===== src/hw/eocmh_pkg.sv =====
/*
 Constants shared by both ends of the message link: message identifiers,
 reserved ranges, octet bit positions, escape bytes and timing.
 Assumes a 200 MHz system clock common to both ends.
*/
// What this block does
// - Octet 3 bit 1 selects customer backoff mode
// - Octet 3 bit 0 requests restart after 5 s
// - Restart message is ID 15, octet 2 network
// - Default mode forces default backoff, no negotiation
// - IDs 64-88, 192-216 reserved segment management
// - IDs 112-119, 240-247 reserved proprietary
// - Terminals address proprietary messages individually
// - Repeater processes or forwards proprietary, never drops
// - Proprietary messages never use broadcast address
// - External data ID 120, port, then payload
// - Without external port, discard ID 120
// - ID 121 same layout; discard without interface
// - Port FF in ID 121 means SNMP
// - SNMP packet may span several messages
// - Unable to comply answered with ID 144
// - Reply octet 2 carries refused request ID
// - Own refusal bits stay; generic reply supplements
// - Screen escapes begin with byte 1B
// - Escape 2J clears screen, H homes cursor
// - Cursor digits, semicolon, H; origin row 1
// - Mean one-way delay at most 1.25 ms
// - Multi-pair adds at most 0.25 ms
package eocmh_pkg;
    typedef logic [7:0] eocmh_byte_t;

    localparam eocmh_byte_t ID_RESTART   = 8'h0F;
    localparam eocmh_byte_t ID_EXT_DATA  = 8'h78;
    localparam eocmh_byte_t ID_EXT_MGMT  = 8'h79;
    localparam eocmh_byte_t ID_UTC       = 8'h90;
    localparam eocmh_byte_t SEG_LO_A     = 8'h40;
    localparam eocmh_byte_t SEG_HI_A     = 8'h58;
    localparam eocmh_byte_t SEG_LO_B     = 8'hC0;
    localparam eocmh_byte_t SEG_HI_B     = 8'hD8;
    localparam eocmh_byte_t PROP_LO_A    = 8'h70;
    localparam eocmh_byte_t PROP_HI_A    = 8'h77;
    localparam eocmh_byte_t PROP_LO_B    = 8'hF0;
    localparam eocmh_byte_t PROP_HI_B    = 8'hF7;
    localparam eocmh_byte_t PORT_SNMP    = 8'hFF;
    localparam eocmh_byte_t ADDR_BCAST   = 8'h00;
    localparam eocmh_byte_t CH_ESC       = 8'h1B;
    localparam eocmh_byte_t CH_BRACKET   = 8'h5B;
    localparam eocmh_byte_t CH_SEMI      = 8'h3B;
    localparam eocmh_byte_t CH_ZERO      = 8'h30;
    localparam eocmh_byte_t CH_NINE      = 8'h39;
    localparam eocmh_byte_t CH_TWO       = 8'h32;
    localparam eocmh_byte_t CH_J         = 8'h4A;
    localparam eocmh_byte_t CH_H         = 8'h48;
    localparam eocmh_byte_t SCREEN_ORIGIN = 8'h01;
    localparam int          BIT_RESTART  = 0;
    localparam int          BIT_BACKOFF  = 1;
    localparam int          OCT_ID       = 1;
    localparam int          OCT_NET      = 2;
    localparam int          OCT_CUST     = 3;
    localparam int          OCT_PORT     = 2;

    // Timing: restart delay and latency budgets
    localparam int          CLK_PER_NS       = 5;
    localparam longint      RESTART_DELAY_MS = 5000;
    localparam longint      RESTART_CYCLES   = RESTART_DELAY_MS * 1000000 / CLK_PER_NS;
    localparam int          LATENCY_US_X100  = 125;
    localparam int          LATENCY_CYCLES   = LATENCY_US_X100 * 10000 / CLK_PER_NS;
    localparam int          MPAIR_US_X100    = 25;
    localparam int          MPAIR_CYCLES     = MPAIR_US_X100 * 10000 / CLK_PER_NS;

    // Reserved-range classifiers; the peer end uses only eocmh_is_prop
    function automatic logic eocmh_is_seg(input eocmh_byte_t id);
        return (id >= SEG_LO_A && id <= SEG_HI_A) || (id >= SEG_LO_B && id <= SEG_HI_B);
    endfunction

    function automatic logic eocmh_is_prop(input eocmh_byte_t id);
        return (id >= PROP_LO_A && id <= PROP_HI_A) || (id >= PROP_LO_B && id <= PROP_HI_B);
    endfunction
endpackage


===== src/hw/eocmh_link_if.sv =====
/*
 Octet stream link between the local handler and its peer handler.
 Assumes both ends share clk; one octet per cycle when valid and ready.
*/
`timescale 1ns/10ps
interface eocmh_link_if (
    input wire logic clk      // System clock
);
    logic                      rx_valid;  // Octet toward device valid
    logic                      rx_ready;  // Device can take octet
    logic [7:0]                rx_data;   // Octet toward device
    logic                      rx_last;   // Final octet of message
    logic [7:0]                rx_addr;   // Destination address of message
    logic                      tx_valid;  // Octet from device valid
    logic                      tx_ready;  // Peer can take octet
    logic [7:0]                tx_data;   // Octet from device
    logic                      tx_last;   // Final octet of reply

    modport dev  (input rx_valid, rx_data, rx_last, rx_addr, tx_ready,
                  output rx_ready, tx_valid, tx_data, tx_last);
    modport peer (output rx_valid, rx_data, rx_last, rx_addr, tx_ready,
                  input rx_ready, tx_valid, tx_data, tx_last);
endinterface


===== src/hw/eocmh_device.sv =====
/*
 Device end of the message handler: decodes received messages, holds the
 restart and backoff settings, passes external data out, tracks screen
 escapes and answers refused requests with the generic refusal.
 Assumes the peer presents whole messages, octet 1 being the identifier.
*/
`timescale 1ns/10ps
module eocmh_device #(
    parameter bit     HAS_EXT_DATA = 1'b1,              // External data port fitted
    parameter bit     HAS_EXT_MGMT = 1'b1,              // Management interface fitted
    parameter bit     IS_REPEATER  = 1'b0,              // Repeater role
    parameter longint RESTART_WAIT = eocmh_pkg::RESTART_CYCLES  // Restart delay
) (
    input  wire logic              clk,           // System clock
    input  wire logic              rst_b,         // Async reset, active low
    eocmh_link_if.dev              link,          // Peer message link
    output logic                   cust_backoff_sel, // Customer backoff selected
    output logic                   net_backoff_sel,  // Network backoff selected
    output logic                   backoff_default,  // Apply default, no negotiation
    output logic                   soft_restart,     // One-cycle restart pulse
    output logic                   ext_valid,        // External payload octet valid
    output eocmh_pkg::eocmh_byte_t ext_data,         // External payload octet
    output eocmh_pkg::eocmh_byte_t ext_port,         // Logical port of payload
    output logic                   ext_mgmt,         // Payload belongs to mgmt message
    output logic                   ext_snmp,         // Mgmt port carries SNMP
    output logic                   ext_snmp_end,     // Message end, SNMP may continue
    output logic                   prop_fwd,         // Proprietary octet forwarded
    output eocmh_pkg::eocmh_byte_t prop_data,        // Forwarded octet
    output logic                   screen_clear,     // Clear-screen escape seen
    output logic                   cursor_set,       // Cursor placement escape seen
    output eocmh_pkg::eocmh_byte_t cursor_row,       // Row, origin 1
    output eocmh_pkg::eocmh_byte_t cursor_col        // Column, origin 1
);
    import eocmh_pkg::*;

    typedef enum logic [2:0] {
        ESC_IDLE = 3'b001,
        ESC_OPEN = 3'b010,
        ESC_BODY = 3'b100
    } eocmh_esc_e;

    eocmh_byte_t msg_id;
    logic [3:0]  octet_no;
    logic        busy_reply;
    logic [1:0]  reply_idx;
    eocmh_byte_t reply_id;
    logic [39:0] restart_cnt;
    logic        restart_pend;
    eocmh_esc_e  esc_state;
    eocmh_byte_t num_a;
    eocmh_byte_t num_b;
    logic        got_semi;
    logic        got_two;

    wire logic        take   = link.rx_valid && link.rx_ready;
    wire eocmh_byte_t cur_id = (octet_no == 4'(OCT_ID)) ? link.rx_data : msg_id;
    // Accept octets only while the reply path is free; stalls the peer otherwise
    assign link.rx_ready = !busy_reply;

    // Octet position within message
    always_ff @(posedge clk or negedge rst_b) begin
        if (!rst_b) begin
            octet_no <= 4'h1;
            msg_id   <= 8'h00;
        end else if (take) begin
            if (octet_no == 4'(OCT_ID)) msg_id <= link.rx_data;
            if (link.rx_last) octet_no <= 4'h1;
            else if (octet_no != 4'hF) octet_no <= octet_no + 4'h1;
        end
    end

    // Restart and backoff settings, held while powered
    always_ff @(posedge clk or negedge rst_b) begin
        if (!rst_b) begin
            cust_backoff_sel <= 1'b0;
            net_backoff_sel  <= 1'b0;
        end else if (take && msg_id == ID_RESTART) begin
            if (octet_no == 4'(OCT_NET)) net_backoff_sel <= link.rx_data[BIT_BACKOFF];
            if (octet_no == 4'(OCT_CUST))
                cust_backoff_sel <= link.rx_data[BIT_BACKOFF];
        end
    end
    assign backoff_default = !cust_backoff_sel;

    // Delayed soft restart; a repeat request restarts the wait
    always_ff @(posedge clk or negedge rst_b) begin
        if (!rst_b) begin
            restart_pend <= 1'b0;
            restart_cnt  <= 40'h0;
            soft_restart <= 1'b0;
        end else begin
            soft_restart <= 1'b0;
            if (take && msg_id == ID_RESTART && octet_no == 4'(OCT_CUST)
                && link.rx_data[BIT_RESTART]) begin
                restart_pend <= 1'b1;
                restart_cnt  <= 40'(RESTART_WAIT - 1);
            end else if (restart_pend) begin
                if (restart_cnt == 40'h0) begin
                    restart_pend <= 1'b0;
                    soft_restart <= 1'b1;
                end else restart_cnt <= restart_cnt - 40'h1;
            end
        end
    end

    // External payload passthrough, discarded when unfitted
    always_ff @(posedge clk or negedge rst_b) begin
        if (!rst_b) begin
            ext_valid    <= 1'b0;
            ext_data     <= 8'h00;
            ext_port     <= 8'h00;
            ext_mgmt     <= 1'b0;
            ext_snmp_end <= 1'b0;
        end else begin
            ext_valid    <= 1'b0;
            ext_snmp_end <= 1'b0;
            if (take && ((msg_id == ID_EXT_DATA && HAS_EXT_DATA)
                      || (msg_id == ID_EXT_MGMT && HAS_EXT_MGMT))) begin
                if (octet_no == 4'(OCT_PORT)) begin
                    ext_port <= link.rx_data;
                    ext_mgmt <= (msg_id == ID_EXT_MGMT);
                end else if (octet_no > 4'(OCT_PORT)) begin
                    // One register stage keeps transfer delay far inside the budget
                    ext_valid    <= 1'b1;
                    ext_data     <= link.rx_data;
                    // Downstream reassembles SNMP across message ends
                    ext_snmp_end <= link.rx_last;
                end
            end
        end
    end
    assign ext_snmp = ext_mgmt && ext_port == PORT_SNMP;

    // Repeater forwards proprietary octets it does not consume
    always_ff @(posedge clk or negedge rst_b) begin
        if (!rst_b) begin
            prop_fwd  <= 1'b0;
            prop_data <= 8'h00;
        end else begin
            prop_fwd  <= take && IS_REPEATER && eocmh_is_prop(cur_id)
                         && link.rx_addr != ADDR_BCAST;
            prop_data <= link.rx_data;
        end
    end

    // Refusal: segment IDs always, IDs 112-119 and 240-247 unless repeater
    wire logic refuse = eocmh_is_seg(cur_id) || (!IS_REPEATER && eocmh_is_prop(cur_id));
    always_ff @(posedge clk or negedge rst_b) begin
        if (!rst_b) begin
            busy_reply <= 1'b0;
            reply_idx  <= 2'h0;
            reply_id   <= 8'h00;
        end else if (!busy_reply) begin
            if (take && link.rx_last && refuse) begin
                busy_reply <= 1'b1;
                reply_idx  <= 2'h0;
                reply_id   <= cur_id;
            end
        end else if (link.tx_ready) begin
            if (reply_idx == 2'h1) busy_reply <= 1'b0;
            reply_idx <= reply_idx + 2'h1;
        end
    end
    // Two-octet generic refusal; own refusal bits in other replies untouched
    assign link.tx_valid = busy_reply;
    assign link.tx_data  = (reply_idx == 2'h0) ? ID_UTC : reply_id;
    assign link.tx_last  = busy_reply && reply_idx == 2'h1;

    // Screen escape tracking on every octet after the identifier
    always_ff @(posedge clk or negedge rst_b) begin
        if (!rst_b) begin
            esc_state    <= ESC_IDLE;
            num_a        <= 8'h00;
            num_b        <= 8'h00;
            got_semi     <= 1'b0;
            got_two      <= 1'b0;
            screen_clear <= 1'b0;
            cursor_set   <= 1'b0;
            cursor_row   <= SCREEN_ORIGIN;
            cursor_col   <= SCREEN_ORIGIN;
        end else begin
            screen_clear <= 1'b0;
            cursor_set   <= 1'b0;
            if (take && octet_no > 4'(OCT_ID)) begin
                unique case (esc_state)
                    ESC_IDLE: if (link.rx_data == CH_ESC) esc_state <= ESC_OPEN;
                    ESC_OPEN: begin
                        esc_state <= (link.rx_data == CH_BRACKET) ? ESC_BODY : ESC_IDLE;
                        num_a     <= 8'h00;
                        num_b     <= 8'h00;
                        got_semi  <= 1'b0;
                        got_two   <= 1'b0;
                    end
                    ESC_BODY: begin
                        if (link.rx_data >= CH_ZERO && link.rx_data <= CH_NINE) begin
                            got_two <= !got_semi && num_a == 8'h00 && link.rx_data == CH_TWO;
                            if (got_semi)
                                num_b <= 8'(num_b * 8'h0A + (link.rx_data - CH_ZERO));
                            else
                                num_a <= 8'(num_a * 8'h0A + (link.rx_data - CH_ZERO));
                        end else if (link.rx_data == CH_SEMI) begin
                            got_semi <= 1'b1;
                        end else begin
                            esc_state <= ESC_IDLE;
                            if (link.rx_data == CH_J && got_two)
                                screen_clear <= 1'b1;
                            else if (link.rx_data == CH_H) begin
                                // Missing numbers fall back to origin
                                cursor_set <= 1'b1;
                                cursor_row <= (num_a == 8'h00) ? SCREEN_ORIGIN : num_a;
                                cursor_col <= (num_b == 8'h00) ? SCREEN_ORIGIN : num_b;
                            end
                        end
                    end
                    default: esc_state <= ESC_IDLE;
                endcase
            end
        end
    end
endmodule // eocmh_device


===== src/flat_wrapper.sv =====
// flat-port wrapper written by rule: the top's interface ports become plain ports
module eocmh_device_flat import eocmh_pkg::*;
#(
    parameter bit     HAS_EXT_DATA = 1'b1,                                          
    parameter bit     HAS_EXT_MGMT = 1'b1,                                            
    parameter bit     IS_REPEATER  = 1'b0,                              
    parameter longint RESTART_WAIT = eocmh_pkg::RESTART_CYCLES                  
)
  (clk, rst_b, cust_backoff_sel, net_backoff_sel, backoff_default, soft_restart, ext_valid, ext_data, ext_port, ext_mgmt, ext_snmp, ext_snmp_end, prop_fwd, prop_data, screen_clear, cursor_set, cursor_row, cursor_col, link_rx_valid, link_rx_data, link_rx_last, link_rx_addr, link_tx_ready, link_rx_ready, link_tx_valid, link_tx_data, link_tx_last);
  eocmh_link_if link_i (.clk(clk));
  input  wire logic clk;
  input  wire logic rst_b;
  output logic cust_backoff_sel;
  output logic net_backoff_sel;
  output logic backoff_default;
  output logic soft_restart;
  output logic ext_valid;
  output eocmh_pkg::eocmh_byte_t ext_data;
  output eocmh_pkg::eocmh_byte_t ext_port;
  output logic ext_mgmt;
  output logic ext_snmp;
  output logic ext_snmp_end;
  output logic prop_fwd;
  output eocmh_pkg::eocmh_byte_t prop_data;
  output logic screen_clear;
  output logic cursor_set;
  output eocmh_pkg::eocmh_byte_t cursor_row;
  output eocmh_pkg::eocmh_byte_t cursor_col;
  input wire logic [$bits(link_i.rx_valid)-1:0] link_rx_valid;
  input wire logic [$bits(link_i.rx_data)-1:0] link_rx_data;
  input wire logic [$bits(link_i.rx_last)-1:0] link_rx_last;
  input wire logic [$bits(link_i.rx_addr)-1:0] link_rx_addr;
  input wire logic [$bits(link_i.tx_ready)-1:0] link_tx_ready;
  output wire logic [$bits(link_i.rx_ready)-1:0] link_rx_ready;
  output wire logic [$bits(link_i.tx_valid)-1:0] link_tx_valid;
  output wire logic [$bits(link_i.tx_data)-1:0] link_tx_data;
  output wire logic [$bits(link_i.tx_last)-1:0] link_tx_last;
  assign link_i.rx_valid = link_rx_valid;
  assign link_i.rx_data = link_rx_data;
  assign link_i.rx_last = link_rx_last;
  assign link_i.rx_addr = link_rx_addr;
  assign link_i.tx_ready = link_tx_ready;
  assign link_rx_ready = link_i.rx_ready;
  assign link_tx_valid = link_i.tx_valid;
  assign link_tx_data = link_i.tx_data;
  assign link_tx_last = link_i.tx_last;
  eocmh_device #(.HAS_EXT_DATA(HAS_EXT_DATA), .HAS_EXT_MGMT(HAS_EXT_MGMT), .IS_REPEATER(IS_REPEATER), .RESTART_WAIT(RESTART_WAIT)) u_core (.clk(clk), .rst_b(rst_b), .link(link_i), .cust_backoff_sel(cust_backoff_sel), .net_backoff_sel(net_backoff_sel), .backoff_default(backoff_default), .soft_restart(soft_restart), .ext_valid(ext_valid), .ext_data(ext_data), .ext_port(ext_port), .ext_mgmt(ext_mgmt), .ext_snmp(ext_snmp), .ext_snmp_end(ext_snmp_end), .prop_fwd(prop_fwd), .prop_data(prop_data), .screen_clear(screen_clear), .cursor_set(cursor_set), .cursor_row(cursor_row), .cursor_col(cursor_col));
endmodule

===== config.mk =====
export PLATFORM = sky130hd
export DESIGN_NAME = eocmh_device_flat
export DESIGN_NICKNAME = d
export VERILOG_FILES = /design/src/hw/eocmh_pkg.sv /design/src/hw/eocmh_link_if.sv /design/src/hw/eocmh_device.sv /design/src/flat_wrapper.sv
export SDC_FILE = /design/constraint.sdc
export NUM_CORES = 1
export LEC_CHECK = 0
export BUFFER_PORTS_ARGS = -buffer_cell sky130_fd_sc_hd__clkbuf_2
export CORE_MARGIN = 5
export CORE_UTILIZATION = 63
export DETAILED_ROUTE_END_ITERATION = 8
export PLACE_DENSITY_LB_ADDON = 0.05
export SLEW_MARGIN = 20
export SYNTH_ARGS = -nofsm -noshare
export SYNTH_HDL_FRONTEND = slang
export SYNTH_SLANG_ARGS = --single-unit

===== constraint.sdc =====
create_clock -name clk -period 5.8 [get_ports clk]
set_input_delay 1.16 -clock clk [delete_from_list [all_inputs] [get_ports clk]]
set_output_delay 1.16 -clock clk [all_outputs]
set_load 0.02 [all_outputs]

==> results.txt <==
Simple-Gate Fraction of Synth Area - 0.193
antenna cells - 0
Peak VDD IR - 0.345 mV
clk sinks - 133
post-synthesis compound-gate area fraction - 0.108
ANT nets after route - 0
post-CTS setup buffer count - 0
Hold Path Origin - u_core.reply_id[6]
commonest non-fill, non-tap cell in the layout - dfrtp_1
Crit Path Category - in2reg
final worst path period share - 0.553
CTS buffer count - 17
Synth Flop Type - dfrtp_1
placement row count - 38
1st-iter DRT viols - 473
Cells after Synth - 691
Worst Hold Endpoint - u_core.reply_id[6]
post-synth net total - 753
Core Footprint - 0.0109 mm^2
Tot GR Track Use - 0.253
Syn Area/Cell - 10.3 um^2
met1 usage - 0.319
final net count - 823
Min-Delay Path Class - reg2reg
CP Launch Type - input pin
post-DR vias/cell - 6.01
largest net degree at the start of global routing - 57
final cell count without fillers - 913
DR pass1 iterations - 5
setup violators final - 0
Overflow after GRT - 0
Synth Warn # - 0
Worst-Skew Late Latency - 0.42 ns
RR Startpoint - u_core.restart_cnt[18]
met3 Use GR - 0.0684
dpl hpwl - 10800 um
WP data arrival - 3.51 ns
max-slew violations - 0
Final Wtd Congestion - 0.878
post-synthesis sequential area ratio - 0.470
CTS tree - built
Worst Tran Pin Value - 0.939 ns
RSZ-0062 raised after global routing - false
total power - 2.76 mW
Initial Util - 0.649
P_leak - 3.64 nW
relative max-transition margin - 0.372
Routed WL - 15800 um
die area - 0.0135 mm^2
WHS Path Cells - 1
Synth cell types - 60
clock root buffer - clkbuf_16
first-pass GRT wire length - 26700 um
met2 Use GR - 0.424
most frequent cells in the layout - dfrtp_1, clkbuf_2, nand2_1
wire per inst - 17.3 um
busiest grt layer - met2
Die W - 116 um
share of cells above drive strength 1 - 0.216
peak fanout along the critical path - 13
Max Buffers Root-to-Sink - 2
CTS resizes - 0
final hold vios - 0
routed vias - 5485
cell count after placement - 881
Remaining DRCs - 0
Setup Skew - 0.00982 ns
Reg2Reg Depth - 5
I/O pin cnt - 83
f_max - 312 MHz
#FFs+latches synth - 133
data required time of the worst path - 6.11 ns
vias in the first global route - 5584
Area Overhead vs Synth - 14.7%
Post-synth EDFFs - 0
outcome - finished clean
Worst Setup SP - link_rx_data[4]
input/output buffers - 73
initial antenna violation count - 0
post-synthesis adder-cell area fraction - 0.0766
htree depth - 4
R2R Setup Slk - 2.65 ns
largest family of logic cells by synthesized area - simple AND/OR/NAND/NOR gates
Final TNS setup - 0 ns
post-synthesis xor/xnor area fraction - 0.0543
min cycle time layout - 3.21 ns
Die Height - 116 um
Cell Area, Synth - 0.00709 mm^2
Clock transition at path regs - 0.06 ns
asr flop ratio synth - 1.00
PwrDens - 339 mW/mm^2
portion of netlist area occupied by mux cells - 0.0656
Max Cap Viol - 0
Reg-to-Reg End - u_core.restart_cnt[23]
post-cts hold buffer count - 0
CP Capture Type - flop
# fillers - 759
post-layout util - 0.744
==> metal layers <==
layer	vias to the layer above	wire, um
met1	2689	6870
met5	-	0
li1	2604	-
met4	0	248
met2	162	7800
met3	30	855
==> power breakdown <==
| part | leakage, nW | internal [mW] | switching [mW] |
|---|---|---|---|
| sequential | 1.59 | 1.04 | 0.120 |
| combinational | 1.77 | 0.227 | 0.322 |
| clock | 0.278 | 0.660 | 0.386 |
| total | 3.64 | 1.93 | 0.828 |
==> worst max-delay path, stage by stage <==
cell and delay (ns):
clkbuf_2 0.17, ha_1 0.20, nor3b_1 0.63, nand4b_1 0.26
o21ai_0 0.23, and2_1 0.46, mux2_2 0.39
==> state kept, by name, summed over array words and instances, names as in the netlist, 2 cells and up <==
name and cells:
u_core.cursor_row 8, u_core.restart_cnt 40, u_core.num_a 8, u_core.ext_data 8
u_core.cursor_col 8, u_core.msg_id 8, u_core.reply_id 8, u_core.prop_data 8
u_core.num_b 8, u_core.octet_no 4, u_core.esc_state 3, u_core.reply_idx 2
u_core.ext_port 8
==> area by class of cell <==
class / count / area [um^2] / share of cell area
clock buffer: 22 / 474 / 0.0583
clock inverter: 9 / 103 / 0.0126
inverter: 26 / 97.6 / 0.0120
multi-input combinational: 504 / 3540 / 0.435
sequential: 133 / 3330 / 0.410
tap: 140 / 175 / 0.0215
timing repair buffer: 79 / 413 / 0.0508
==> cells in the mapped netlist, drive strengths merged (14+ instances only) <==
cell	instances	share of area
a21oi	36	0.025
clkbuf	16	0.0085
dfrtp	129	0.46
ha	37	0.065
inv	26	0.014
mux2	36	0.057
nand2	68	0.036
nand3	19	0.013
nand4	14	0.014
nor2	42	0.022
nor3	26	0.023
nor4	14	0.017
o21ai	42	0.030
or4	15	0.016
xnor2	23	0.028
xor2	21	0.026
==> how the worst max path moves through the flow <==
stage | to | slack, ns | depth (start not counted)
floorplan | u_core.cursor_col[1] | 2.77 | 6
global placement | u_core.num_b[4] | 2.42 | 7
detailed placement | u_core.num_b[4] | 2.34 | 7
CTS | u_core.restart_cnt[23] | 2.69 | 6
global route | u_core.restart_cnt[23] | 2.40 | 5
finish | u_core.num_b[4] | 2.59 | 7
==> per-stage QoR <==
step           worst slack (ns)  area, um^2  hold slack (ns)
4_1_cts                    2.69        8130            0.473
2_1_floorplan              2.77        7090            0.426
6_report                   2.59        8130            0.471
3_3_place_gp               2.42        7550            0.442
3_5_place_dp               2.34        7550            0.454
5_1_grt                    2.40        8130            0.504
==> cell families after synthesis <==
group / after synthesis
AOI/OAI and AO/OA: 127
xor gates and xnor gates: 44
adders and majority gates: 41
buffers and inverters: 54
DFF: 133
muxes: 42
other: 1
and+or+nand+nor: 249
Power figures use the tool's default switching activity.
